==> src/pd_msg_pkg.sv <==
// Shared constants and types for the message applicability block
package pd_msg_pkg;

   // Register byte offsets
   localparam logic [7:0] cfg_off     = 8'h00;
   localparam logic [7:0] last_off    = 8'h04;
   localparam logic [7:0] int_sta_off = 8'h08;
   localparam logic [7:0] int_en_off  = 8'h0c;
   localparam logic [7:0] int_clr_off = 8'h10;

   // Reset values
   localparam logic [15:0] cfg_rst    = 16'h0000;
   localparam logic [4:0]  int_en_rst = 5'h00;

   // Interrupt bit positions
   localparam int ev_ignore = 0;
   localparam int ev_reject = 1;
   localparam int ev_nak    = 2;
   localparam int ev_perr   = 3;
   localparam int ev_txblk  = 4;
   localparam int ev_num    = 5;

   // Power role and data role encodings
   localparam logic [1:0] pwr_src = 2'h0;
   localparam logic [1:0] pwr_snk = 2'h1;
   localparam logic [1:0] pwr_drp = 2'h2;
   localparam logic [1:0] dat_dfp = 2'h0;
   localparam logic [1:0] dat_ufp = 2'h1;
   localparam logic [1:0] dat_drd = 2'h2;

   // Message and command codes seen on the request ports
   typedef enum logic [4:0] {
      m_goodcrc, m_gotomin, m_accept, m_reject, m_ping, m_ps_rdy,
      m_get_src_cap, m_get_snk_cap, m_pr_swap, m_wait, m_soft_reset,
      m_dr_swap, m_vconn_swap, m_src_cap, m_request, m_bist,
      m_snk_cap, v_disc_id, v_disc_svid, v_disc_modes, v_enter,
      v_exit, v_attention
   } msg_e;

   // Response chosen for a received message
   typedef enum logic [2:0] {
      a_handle, a_ignore, a_reject, a_nak, a_perr
   } act_e;

   // Port configuration, bits [15:0] of the configuration register
   typedef struct packed {
      logic       opt_tx;     // Optional transmits enabled
      logic       attn_rx;    // Attention accepted by a DFP
      logic       ident_rx;   // UFP answers identity discovery
      logic       ss_pins;    // Uses the high-speed pins
      logic       bfsk;       // Supply-line FSK signalling
      logic       host_multi; // Host with several downstream ports
      logic       hub_multi;  // Hub with several downstream ports
      logic       charging;   // Sink charges from delivered power
      logic       modal;      // Modal operation supported
      logic       cable;      // Acts as a cable plug
      logic       cur_ufp;    // Present data role of a dual-role port
      logic       cur_snk;    // Present power role of a dual-role port
      logic [1:0] data_role;
      logic [1:0] pwr_role;
   } cfg_s;

   // One received message
   typedef struct packed {
      logic valid;
      logic ready;     // Policy is in a ready state
      logic expected;  // Part of an ongoing sequence
      msg_e code;
   } rx_s;

   // Response to a received message
   typedef struct packed {
      logic valid;
      act_e act;
      msg_e code;
   } rsp_s;

endpackage : pd_msg_pkg

==> src/pd_message_applicability.sv <==
// Message applicability and response policy with APB registers
// Notes on behaviour
// - Unsupported messages are never sent; tx_ok stays low and the ev_txblk status bit is set.
// - Reject-class received messages are answered with a Reject message.
// - NAK-class received vendor commands are answered with a Responder NAK.
// - Ignore/reject/NAK only in ready states; unexpected mid-sequence is error.
// - A supported message brings its action, e.g. GotoMin reduces current.
// - Hub or host sources with several downstream ports send GotoMin; others optional.
// - FSK sources send Ping; other sources optional; sinks and plugs never.
// - A source able to send GotoMin can also send Wait.
// - Charging sinks act on GotoMin; sources and cable plugs ignore it.
// - Dual data role ports send and accept data-role swaps; others reject.
// - Supply-conductor swap accepted only with high-speed pins and role swap.
// - Modal operation overrides plain port rules for vendor commands.
// - Only a downstream port initiates SVID/mode discovery, entry and exit commands.
// - Upstream ports and plugs answer those commands; downstream ignores.
// - Upstream sources may send identity discovery; plugs must answer it.
//
// Our own choices: the register offsets and the APB slave port.
`timescale 1ns/10ps
module pd_message_applicability (
   input  wire logic               pclk,
   input  wire logic               presetn,
   input  wire logic               psel,
   input  wire logic               penable,
   input  wire logic               pwrite,
   input  wire logic [7:0]         paddr,
   input  wire logic [31:0]        pwdata,
   output logic      [31:0]        prdata,
   output logic                    pready,
   output logic                    pslverr,
   input  wire pd_msg_pkg::rx_s    rx,
   output pd_msg_pkg::rsp_s        rsp,
   output logic                    gotomin_act,
   input  wire logic               tx_req,
   input  wire pd_msg_pkg::msg_e   tx_code,
   output logic                    tx_done,
   output logic                    tx_ok,
   output logic                    irq
);

   typedef pd_msg_pkg::msg_e msg_t;
   typedef pd_msg_pkg::act_e act_t;
   typedef pd_msg_pkg::cfg_s cfg_t;

   cfg_t                         cfg_q;
   logic [pd_msg_pkg::ev_num-1:0] int_sta_q;
   logic [pd_msg_pkg::ev_num-1:0] int_en_q;
   logic [pd_msg_pkg::ev_num-1:0] ev;
   pd_msg_pkg::rsp_s             rsp_q;
   logic                         gotomin_q;
   logic                         tx_done_q;
   logic                         tx_ok_q;
   logic [31:0]                  prdata_q;

   // Allowed to transmit this code in the given configuration
   function automatic logic tx_allowed(input msg_t c, input cfg_t f);
      logic src;
      logic snk;
      logic drp;
      logic dfp;
      logic ufp;
      logic go;
      src = (f.pwr_role == pd_msg_pkg::pwr_src);
      snk = (f.pwr_role == pd_msg_pkg::pwr_snk);
      drp = (f.pwr_role == pd_msg_pkg::pwr_drp);
      dfp = (f.data_role == pd_msg_pkg::dat_dfp) ||
            (f.data_role == pd_msg_pkg::dat_drd && !f.cur_ufp);
      ufp = !dfp;
      go  = src && (f.hub_multi || f.host_multi || f.opt_tx);
      if (f.cable) begin
         tx_allowed = (c == pd_msg_pkg::m_goodcrc) ||
                      (c == pd_msg_pkg::m_accept);
      end else begin
         case (c)
            pd_msg_pkg::m_goodcrc,
            pd_msg_pkg::m_accept,
            pd_msg_pkg::m_reject,
            pd_msg_pkg::m_soft_reset,
            pd_msg_pkg::m_get_src_cap,
            pd_msg_pkg::m_get_snk_cap,
            pd_msg_pkg::m_vconn_swap,
            pd_msg_pkg::m_bist:     tx_allowed = 1'b1;
            pd_msg_pkg::m_gotomin:  tx_allowed = go;
            pd_msg_pkg::m_ping:     tx_allowed = src &&
                                       (f.bfsk || f.opt_tx);
            pd_msg_pkg::m_ps_rdy,
            pd_msg_pkg::m_src_cap:  tx_allowed = src || drp;
            pd_msg_pkg::m_pr_swap:  tx_allowed = drp;
            pd_msg_pkg::m_wait:     tx_allowed = go || ((src || drp ||
               f.data_role == pd_msg_pkg::dat_drd) && f.opt_tx);
            pd_msg_pkg::m_dr_swap:  tx_allowed =
               (f.data_role == pd_msg_pkg::dat_drd);
            pd_msg_pkg::m_request,
            pd_msg_pkg::m_snk_cap:  tx_allowed = snk || drp;
            pd_msg_pkg::v_disc_id:  tx_allowed = dfp ||
                                       (ufp && !snk);
            pd_msg_pkg::v_disc_svid,
            pd_msg_pkg::v_disc_modes,
            pd_msg_pkg::v_enter,
            pd_msg_pkg::v_exit:     tx_allowed = f.modal && dfp;
            pd_msg_pkg::v_attention: tx_allowed = ufp;
            default:                tx_allowed = 1'b0;
         endcase
      end
   endfunction : tx_allowed

   // Response class of a received code in a ready state
   function automatic act_t rx_class(input msg_t c, input cfg_t f);
      logic src;
      logic snk;
      logic drp;
      logic dfp;
      logic vdm;
      src = (f.pwr_role == pd_msg_pkg::pwr_src) ||
            (f.pwr_role == pd_msg_pkg::pwr_drp && !f.cur_snk);
      snk = !src;
      drp = (f.pwr_role == pd_msg_pkg::pwr_drp);
      dfp = (f.data_role == pd_msg_pkg::dat_dfp) ||
            (f.data_role == pd_msg_pkg::dat_drd && !f.cur_ufp);
      vdm = (c >= pd_msg_pkg::v_disc_id) &&
            (c <= pd_msg_pkg::v_exit);
      rx_class = pd_msg_pkg::a_ignore;
      if (f.cable) begin
         case (c)
            pd_msg_pkg::m_goodcrc,
            pd_msg_pkg::m_soft_reset,
            pd_msg_pkg::m_bist,
            pd_msg_pkg::v_disc_id:   rx_class = pd_msg_pkg::a_handle;
            pd_msg_pkg::v_disc_svid,
            pd_msg_pkg::v_disc_modes,
            pd_msg_pkg::v_enter,
            pd_msg_pkg::v_exit:      rx_class = f.modal ?
               pd_msg_pkg::a_handle : pd_msg_pkg::a_nak;
            default:                 rx_class = pd_msg_pkg::a_ignore;
         endcase
      end else if (vdm && f.modal) begin
         rx_class = dfp ? pd_msg_pkg::a_ignore :
                          pd_msg_pkg::a_handle;
      end else begin
         case (c)
            pd_msg_pkg::m_goodcrc,
            pd_msg_pkg::m_accept,
            pd_msg_pkg::m_reject,
            pd_msg_pkg::m_soft_reset,
            pd_msg_pkg::m_bist:      rx_class = pd_msg_pkg::a_handle;
            pd_msg_pkg::m_gotomin:   rx_class = (snk && f.charging) ?
               pd_msg_pkg::a_handle : pd_msg_pkg::a_ignore;
            pd_msg_pkg::m_ps_rdy,
            pd_msg_pkg::m_wait,
            pd_msg_pkg::m_src_cap:   rx_class = snk ?
               pd_msg_pkg::a_handle : pd_msg_pkg::a_ignore;
            pd_msg_pkg::m_request:   rx_class = src ?
               pd_msg_pkg::a_handle : pd_msg_pkg::a_ignore;
            pd_msg_pkg::m_snk_cap:   rx_class = (src || drp) ?
               pd_msg_pkg::a_handle : pd_msg_pkg::a_ignore;
            pd_msg_pkg::m_get_src_cap: rx_class = (drp ||
               f.pwr_role == pd_msg_pkg::pwr_src) ?
               pd_msg_pkg::a_handle : pd_msg_pkg::a_reject;
            pd_msg_pkg::m_get_snk_cap: rx_class = (drp ||
               f.pwr_role == pd_msg_pkg::pwr_snk) ?
               pd_msg_pkg::a_handle : pd_msg_pkg::a_reject;
            pd_msg_pkg::m_pr_swap:   rx_class = drp ?
               pd_msg_pkg::a_handle : pd_msg_pkg::a_reject;
            pd_msg_pkg::m_dr_swap:   rx_class =
               (f.data_role == pd_msg_pkg::dat_drd) ?
               pd_msg_pkg::a_handle : pd_msg_pkg::a_reject;
            pd_msg_pkg::m_vconn_swap: rx_class = (f.ss_pins && drp) ?
               pd_msg_pkg::a_handle : pd_msg_pkg::a_reject;
            pd_msg_pkg::v_disc_id:   rx_class = dfp ?
               pd_msg_pkg::a_ignore : (f.ident_rx ?
               pd_msg_pkg::a_handle : pd_msg_pkg::a_nak);
            pd_msg_pkg::v_disc_svid,
            pd_msg_pkg::v_disc_modes,
            pd_msg_pkg::v_enter,
            pd_msg_pkg::v_exit:      rx_class = dfp ?
               pd_msg_pkg::a_ignore : pd_msg_pkg::a_nak;
            pd_msg_pkg::v_attention: rx_class = dfp ? (f.attn_rx ?
               pd_msg_pkg::a_handle : pd_msg_pkg::a_ignore) :
               pd_msg_pkg::a_nak;
            default:                 rx_class = pd_msg_pkg::a_ignore;
         endcase
      end
   endfunction : rx_class

   // Receive decision
   act_t rx_act;
   act_t rx_cls;
   assign rx_cls = rx_class(rx.code, cfg_q);
   assign rx_act = rx.ready ? rx_cls :
                   (rx.expected ? pd_msg_pkg::a_handle :
                                  pd_msg_pkg::a_perr);

   // APB decode
   logic apb_wr;
   logic apb_rd;
   logic hit_cfg;
   logic hit_last;
   logic hit_sta;
   logic hit_en;
   logic hit_clr;
   logic hit_any;
   logic [31:0] rd_mux;
   assign apb_wr   = psel && penable && pwrite;
   assign apb_rd   = psel && !penable && !pwrite;
   assign hit_cfg  = (paddr == pd_msg_pkg::cfg_off);
   assign hit_last = (paddr == pd_msg_pkg::last_off);
   assign hit_sta  = (paddr == pd_msg_pkg::int_sta_off);
   assign hit_en   = (paddr == pd_msg_pkg::int_en_off);
   assign hit_clr  = (paddr == pd_msg_pkg::int_clr_off);
   assign hit_any  = hit_cfg || hit_last || hit_sta || hit_en || hit_clr;
   assign rd_mux   = hit_cfg  ? {16'h0000, cfg_q} :
                     hit_last ? {23'h000000, rsp_q} :
                     hit_sta  ? {27'h0000000, int_sta_q} :
                     hit_en   ? {27'h0000000, int_en_q} : 32'h00000000;
   assign pready   = 1'b1;
   assign pslverr  = psel && penable && !hit_any;
   assign prdata   = prdata_q;

   // Events that set sticky status bits
   logic tx_blk;
   assign tx_blk = tx_req && !tx_allowed(tx_code, cfg_q);
   assign ev[pd_msg_pkg::ev_ignore] = rx.valid &&
                                      rx_act == pd_msg_pkg::a_ignore;
   assign ev[pd_msg_pkg::ev_reject] = rx.valid &&
                                      rx_act == pd_msg_pkg::a_reject;
   assign ev[pd_msg_pkg::ev_nak]    = rx.valid &&
                                      rx_act == pd_msg_pkg::a_nak;
   assign ev[pd_msg_pkg::ev_perr]   = rx.valid &&
                                      rx_act == pd_msg_pkg::a_perr;
   assign ev[pd_msg_pkg::ev_txblk]  = tx_blk;

   logic [pd_msg_pkg::ev_num-1:0] clr_mask;
   assign clr_mask = (apb_wr && hit_clr) ?
                     pwdata[pd_msg_pkg::ev_num-1:0] : '0;
   assign irq = |(int_sta_q & int_en_q);

   always_ff @(posedge pclk or negedge presetn) begin
      if (!presetn) begin
         cfg_q    <= pd_msg_pkg::cfg_rst;
         int_en_q <= pd_msg_pkg::int_en_rst;
      end else if (apb_wr && hit_cfg) begin
         cfg_q    <= cfg_t'(pwdata[15:0]);
      end else if (apb_wr && hit_en) begin
         int_en_q <= pwdata[pd_msg_pkg::ev_num-1:0];
      end
   end

   // Set wins over a clear in the same cycle
   always_ff @(posedge pclk or negedge presetn) begin
      if (!presetn) begin
         int_sta_q <= '0;
      end else begin
         int_sta_q <= (int_sta_q & ~clr_mask) | ev;
      end
   end

   always_ff @(posedge pclk or negedge presetn) begin
      if (!presetn) begin
         prdata_q <= 32'h00000000;
      end else if (apb_rd) begin
         prdata_q <= rd_mux;
      end
   end

   // Response and transmit gate
   always_ff @(posedge pclk or negedge presetn) begin
      if (!presetn) begin
         rsp_q     <= '0;
         gotomin_q <= 1'b0;
         tx_done_q <= 1'b0;
         tx_ok_q   <= 1'b0;
      end else begin
         rsp_q.valid <= rx.valid;
         if (rx.valid) begin
            rsp_q.act  <= rx_act;
            rsp_q.code <= rx.code;
         end
         gotomin_q <= rx.valid && rx.code == pd_msg_pkg::m_gotomin &&
                      rx_act == pd_msg_pkg::a_handle;
         tx_done_q <= tx_req;
         tx_ok_q   <= tx_req && !tx_blk;
      end
   end

   assign rsp         = rsp_q;
   assign gotomin_act = gotomin_q;
   assign tx_done     = tx_done_q;
   assign tx_ok       = tx_ok_q;

   // Checks
   rej_answer_a: assert property (@(posedge pclk) disable iff (!presetn)
      rx.valid && rx.ready && rx_cls == pd_msg_pkg::a_reject |=>
      rsp.valid && rsp.act == pd_msg_pkg::a_reject)
      else $error("reject class not answered");
   nak_answer_a: assert property (@(posedge pclk) disable iff (!presetn)
      rx.valid && rx.ready && rx_cls == pd_msg_pkg::a_nak |=>
      rsp.act == pd_msg_pkg::a_nak)
      else $error("nak class not answered");
   mid_seq_a: assert property (@(posedge pclk) disable iff (!presetn)
      rx.valid && !rx.ready && !rx.expected |=>
      rsp.valid && rsp.act == pd_msg_pkg::a_perr)
      else $error("unexpected message not a protocol error");
   ping_snk_a: assert property (@(posedge pclk) disable iff (!presetn)
      tx_req && tx_code == pd_msg_pkg::m_ping &&
      cfg_q.pwr_role != pd_msg_pkg::pwr_src |=> tx_done && !tx_ok)
      else $error("ping sent by non-source");
   hub_goto_a: assert property (@(posedge pclk) disable iff (!presetn)
      tx_req && !cfg_q.cable && cfg_q.hub_multi &&
      cfg_q.pwr_role == pd_msg_pkg::pwr_src &&
      (tx_code == pd_msg_pkg::m_gotomin ||
       tx_code == pd_msg_pkg::m_wait) |=> tx_ok)
      else $error("hub source blocked from gotomin or wait");
   goto_act_a: assert property (@(posedge pclk) disable iff (!presetn)
      gotomin_act |-> $past(rx.code) == pd_msg_pkg::m_gotomin &&
      !$past(cfg_q.cable) && $past(cfg_q.charging))
      else $error("gotomin acted on wrongly");
   plug_tx_a: assert property (@(posedge pclk) disable iff (!presetn)
      tx_ok && $past(cfg_q.cable) |->
      $past(tx_code) == pd_msg_pkg::m_goodcrc ||
      $past(tx_code) == pd_msg_pkg::m_accept)
      else $error("cable plug sent a forbidden message");
   drswap_a: assert property (@(posedge pclk) disable iff (!presetn)
      rx.valid && rx.ready && rx.code == pd_msg_pkg::m_dr_swap &&
      !cfg_q.cable && cfg_q.data_role != pd_msg_pkg::dat_drd |=>
      rsp.act == pd_msg_pkg::a_reject)
      else $error("single data role did not reject swap");
   sticky_a: assert property (@(posedge pclk) disable iff (!presetn)
      ev[pd_msg_pkg::ev_reject] |=> int_sta_q[pd_msg_pkg::ev_reject])
      else $error("reject event lost");

endmodule : pd_message_applicability

==> config.mk <==
export PLATFORM = sky130hd
export DESIGN_NAME = pd_message_applicability
export DESIGN_NICKNAME = d
export VERILOG_FILES = /design/src/pd_msg_pkg.sv /design/src/pd_message_applicability.sv
export SDC_FILE = /design/constraint.sdc
export NUM_CORES = 1
export LEC_CHECK = 0
export ABC_AREA = 1
export BUFFER_PORTS_ARGS = -buffer_cell sky130_fd_sc_hd__clkbuf_2
export CAP_MARGIN = 0
export CELL_PAD_IN_SITES_DETAIL_PLACEMENT = 1
export CELL_PAD_IN_SITES_GLOBAL_PLACEMENT = 1
export CORE_UTILIZATION = 33
export CTS_CLUSTER_DIAMETER = 100
export DETAILED_ROUTE_END_ITERATION = 8
export PLACE_DENSITY_LB_ADDON = 0.15
export SLEW_MARGIN = 20
export SYNTH_ARGS = -nofsm -noshare
export SYNTH_HDL_FRONTEND = slang
export SYNTH_SLANG_ARGS = --single-unit
export TNS_END_PERCENT = 1
==> constraint.sdc <==
create_clock -name pclk -period 1.7 [get_ports pclk]
set_clock_uncertainty 0.2 [all_clocks]
set_input_delay 0.425 -clock pclk [delete_from_list [all_inputs] [get_ports pclk]]
set_output_delay 0.425 -clock pclk [all_outputs]
set_load 0.01 [all_outputs]
-- Word level (Yosys, flattened, before mapping)
Cells that the tools add are included.
- bits of input ports: 59
- word-level logic and storage cells: 182
- flip-flop bits (word level): 70
- output and inout port bits: 47
- bitwise gates (word level): 5
- eq/ne operators: 54
- mux-type cells: 29
- $lt $le $gt $ge: 2
- reductions and logical operators: 69
- operators by type and width (operator ; number):
    $eq 5x4->1 const B ; 16
    $eq 5x5->1 const B ; 14
    $eq 5x3->1 const B ; 7
    $logic_and 1x1->1 ; 27
    $pmux 2 s13 ; 1
    $mux 2 ; 11
    $eq 5x2->1 const B ; 4
    $eq 8x4->1 const B ; 2
    $logic_or 1x1->1 ; 16
    $mux 16 ; 1
    $mux 5 ; 3
    $reduce_or 4->1 ; 3
    $pmux 1 s11 ; 1
    $and 5x5->5 ; 2
    $eq 5x1->1 const B ; 2
    $logic_not 1->1 ; 10
    $logic_not 5->1 ; 2
    $reduce_or 5->1 ; 2
    $mux 3 ; 3
    $mux 9 ; 1
    $eq 8x3->1 const B ; 1
    $eq 8x5->1 const B ; 1
    $logic_not 8->1 ; 1
    $reduce_or 8->1 ; 1
    17 further kinds ; 27

-- Longest topological paths before layout
- depth after elaboration: 13
- mapped depth: 15
- mapped depth without buffers: 15

-- Worst setup path after synthesis
No wires, ideal clock.
- path type: input-to-reg
- start point: input port paddr[1]
- end point: register cfg_q[12] in the netlist's numbering
- setup slack: -41 ps
- data arrival time: 1416 ps
- setup time: 125 ps
- stages: 7
- path buffers: 1
- cells stage by stage: or2_4 inv_1 nand3_1 nor2_2 nand2_1 buf_6 mux2_4
- longest elaborated chain between the ends: 2
- RTL lines (element ; line ; text):
    start, declared ; pd_message_applicability.sv:27 ; input wire logic [7:0] paddr,
    $logic_not 8->1 ; pd_message_applicability.sv:206 ; assign hit_cfg = (paddr == pd_msg_pkg::cfg_off);
    $logic_and 1x1->1 ; pd_message_applicability.sv:242 ; end else if (apb_wr && hit_cfg) begin
    end signal, assigned ; pd_message_applicability.sv:240 ; cfg_q <= pd_msg_pkg::cfg_rst;
    end signal, assigned ; pd_message_applicability.sv:243 ; cfg_q <= cfg_t'(pwdata[15:0]);
    end, declared ; pd_message_applicability.sv:46 ; cfg_t cfg_q;
Every way passes these cells.
A chain may end at the register's enable or synchronous reset.

-- Worst setup path in the final report
- start point: register cfg_q[1] in the netlist's numbering
- end point: register int_sta_q[0] in the netlist's numbering
- longest elaborated chain between the ends: 13
- elaborated cells on any way between the ends: 26
- those cells by class: eq/ne: 3; mux: 12; bitwise: 1; reduce/logical: 10
- RTL lines (element ; line ; text):
    $eq 2x2->1 ; pd_message_applicability.sv:116, pd_message_applicability.sv:118 ;
    $logic_and 1x1->1 ; pd_message_applicability.sv:116 ; (f.pwr_role == pd_msg_pkg::pwr_drp && !f.cur_snk);
    $logic_or 1x1->1 ; pd_message_applicability.sv:115 ; src = (f.pwr_role == pd_msg_pkg::pwr_src) ||
    $logic_not 1->1 ; pd_message_applicability.sv:117 ; snk = !src;
    $logic_and 1x1->1 ; pd_message_applicability.sv:147 ; pd_msg_pkg::m_gotomin: rx_class = (snk && f.charging) ?
    $mux 1 ; pd_message_applicability.sv:147 ;
    $pmux 2 s13 * ; pd_message_applicability.sv:141 ; case (c)
    $mux 2 * ; pd_message_applicability.sv:137 ; end else if (vdm && f.modal) begin
    $mux 3 * ; pd_message_applicability.sv:124 ; if (f.cable) begin
    $mux 3 * ; pd_message_applicability.sv:190 ; assign rx_act = rx.ready ? rx_cls :
    $eq 3x1->1 * ; pd_message_applicability.sv:224 ; rx_act == pd_msg_pkg::a_ignore;
    $logic_and 1x1->1 * ; pd_message_applicability.sv:223 ; assign ev[pd_msg_pkg::ev_ignore] = rx.valid &&
    $or 5x5->5 * ; pd_message_applicability.sv:254 ; int_sta_q <= (int_sta_q & ~clr_mask) | ev;
    end signal, assigned ; pd_message_applicability.sv:254 ;
    end, declared ; pd_message_applicability.sv:47 ; logic [pd_msg_pkg::ev_num-1:0] int_sta_q;
Every way passes the cells marked *; elsewhere a longest branch is shown, timed or not.

==> flow_summary.ini <==
[routing]
drc = 0
vias = 3320
ant_nets = 0
wl_um = 10800
dr.pass1.iters = 4
drtIter0Drc = 86
via_per_inst = 4.77
wl_per_cell_um = 15.5

[sta]
layout_worst_path_cycle_share = 1.16
worst_slack_ns = -0.269
clock.fmax_ghz = 0.508
timing_hold_violations_final = 0
drv_slew = 0
tns_ns = -2.10
timing.hold.ws_ns = 0.0600
period_needed_ns = 1.97
rsz0062_at_grt = true
finalSetupViolations = 10

[clock_tree]
root_buffer = clkbuf_8
numCtsBuffers = 5
cts_buffer_depth = 2
cts_tree = yes
insertion_delay_ns = 0.31
cts.sinks = 54
clk_pin_slew_ns = 0.10
htree_levels = 2

[place]
portBuffers = 72
hpwl_um = 8630
placed_cell_area_um2 = 4120
place_congestion = 0.880

[layout]
area_growth_pct = 34.2
final_nets = 628
drive_gt1_frac = 0.347
final_area_um2 = 4380
diodes = 0

[floorplan]
core_region_area_um2 = 9420
start_util = 0.347
rows = 35
dieArea_um2 = 10300
io_pins = 106
die_y_um = 101
die_w_um = 101

[worst_setup_path]
critical_path_class = flip-flop to flip-flop
path_cells = ha_4, buf_6, inv_2, nand2_2, nand2_4, nand2_2, nand2_2, nand3_2, nor2_1, nand3_1, nand2_1, nand2_2, nand4_1, nand2_1
path_common_cell = nand2_2
cp-start-kind = flip-flop
cp-end-kind = flip-flop
critPathSlowestCell = dfrtp_2
cpPeakStageDelay_ns = 0.47
arrival_ns = 1.96
required_ns = 1.69
crit_fanout = 4

[job]
maxCapViolations = 0

[yosys]
ys_types = 39
syn_avg_cell_area_um2 = 7.49
yosysSeqAreaShare = 0.414
ys_warn_count = 0
ys_ff_latch = 54
synthCells = 436
syn-cell-area_um2 = 3270

[status]
status = finished with violations
violations = negative setup slack

[global_routing]
grt_pass1_wl_um = 17100
antenna_found_initial = 0
grt_use_total = 0.219
grt_max_degree = 55
grt.overflow.total = 0
grt_pass1_vias = 3366

[min_path]
hold_path.class = input port to flip-flop

[pwr]
leakage_nw = 2.30
pwr_density_cell_nw_per_um2 = 601
irDropWorstVdd_v = 0.000343
==> sequential cells by signal, indices dropped and copies added, names as in the netlist <==
name and count:
prdata 16, int_en_q 5, rsp 9, gotomin_act 1, tx_ok 1, tx_done 1, cfg_q 16, int_sta_q 5
==> cell type report <==
class / instances / area [um^2]
Fill cell: 1221 / 5030
Multi-Input combinational cell: 316 / 1680
Sequential cell: 54 / 1350
Timing Repair Buffer: 137 / 892
Inverter: 52 / 200
Tap cell: 129 / 161
Clock buffer: 6 / 82.6
Clock inverter: 2 / 17.5
==> critical path, delay by kind of cell (launching register included) <==
family / cells / cell delay, ns
simple gates: 11 / 0.81
flops: 1 / 0.47
fa+ha+maj: 1 / 0.20
buf+inv: 2 / 0.15
==> cell usage after synthesis (all sizes together) <==
master / instances / share of area
nor3: 5 / 0.0077
or2: 2 / 0.0046
a21oi: 16 / 0.026
ha: 3 / 0.011
o221ai: 2 / 0.0054
nand3b: 2 / 0.0046
nand4: 11 / 0.023
buf: 26 / 0.062
o22ai: 1 / 0.0038
o31ai: 6 / 0.014
a2bb2oi: 2 / 0.0054
dfrtp: 54 / 0.41
o2111ai: 7 / 0.019
o21bai: 1 / 0.0023
a21boi: 1 / 0.0023
a31oi: 1 / 0.0019
nand2: 127 / 0.15
a211oi: 1 / 0.0023
nand3: 28 / 0.044
nor4: 2 / 0.0077
inv: 52 / 0.060
a221oi: 1 / 0.0027
mux2: 3 / 0.014
clkbuf: 3 / 0.0034
nor2: 48 / 0.063
o21a: 2 / 0.0046
conb: 2 / 0.0023
o21ai: 27 / 0.041
==> routing by layer <==
layer / vias up / part of all wire / track usage
met5: - / 0 / 0
li1: 1646 / - / -
met3: 9 / 0.033 / 0.0290
met2: 67 / 0.50 / 0.388
met4: 0 / 0.0082 / 0.0334
met1: 1598 / 0.46 / 0.290
==> where the power goes <==
part	total (W)	switching (W)	leakage, nW	internal (W)
clock network	0.000784	0.000448	0.0514	0.000337
registers	0.00136	0.0000336	0.670	0.00133
logic	0.000489	0.000292	1.58	0.000198
total	0.00264	0.000773	2.30	0.00186
==> cell families (layout without fill, tap and decap cells) <==
logic type                 count (synthesis)  count (layout)  synth area share
AOI/OAI and AO/OA                         68              68             0.130
buffers and inverters                     81             197             0.125
other                                      2              17           0.00230
muxes                                      3               3            0.0138
adders and majority gates                  3               3            0.0115
and+or+nand+nor                          225             225             0.303
DFF                                       54              54             0.414
==> repair_timing <==
action / CTS / global route
pin swaps: 7 / 9
hold buffers: 1 / 0
endpoints found under the hold margin: 54 / 0
buffers inserted: 3 / 1
endpoints found under the setup margin: 16 / 17
resized for setup: 15 / 20
==> cells in the final DEF, fill, tap and decap left out, types with 3 or more instances in the layout <==
| cell | instances |
|---|---|
| clkbuf_8 | 6 |
| o21ai_0 | 21 |
| nand3_1 | 25 |
| buf_4 | 60 |
| o21ai_1 | 6 |
| o31ai_1 | 6 |
| nand2_2 | 12 |
| a21oi_1 | 14 |
| inv_1 | 42 |
| nand2_1 | 114 |
| nor2_2 | 7 |
| clkbuf_2 | 72 |
| nor2_1 | 38 |
| nor2_4 | 3 |
| nand4_1 | 10 |
| o2111ai_1 | 5 |
| conb_1 | 17 |
| buf_12 | 3 |
| nor3_1 | 4 |
| inv_2 | 8 |
| dfrtp_1 | 53 |
| mux2_4 | 3 |
==> metrics by stage <==
stage / util / worst slack [ns] / power [W] / cells
final: 0.466 / -0.269 / 0.00264 / 696
after global routing: 0.466 / -0.367 / 0.00278 / 696
after CTS: 0.456 / -0.271 / 0.00265 / 695
after detailed placement: 0.438 / -0.431 / 0.00186 / 683
after global placement: 0.438 / -0.388 / 0.00185 / 683
after floorplan: - / -0.0410 / 0.00163 / 451
==> worst paths after layout <==
check                                           start                endpoint  slack (ns)  depth (start not counted)
min in group asynchronous                     presetn   cfg_q[12]$_DFFE_PN0P_        0.44                          3
worst min register to register  prdata[1]$_DFFE_PN0P_   prdata[1]$_DFFE_PN0P_        0.30                          2
max in group asynchronous                     presetn    cfg_q[1]$_DFFE_PN0P_        0.58                          3
worst max register to register   cfg_q[1]$_DFFE_PN0P_  int_sta_q[0]$_DFF_PN0_       -0.27                         14
worst min-delay path                           tx_req       tx_done$_DFF_PN0_        0.06                          1
worst max-delay path             cfg_q[1]$_DFFE_PN0P_  int_sta_q[0]$_DFF_PN0_       -0.27                         14
Power figures use the tool's default switching activity.
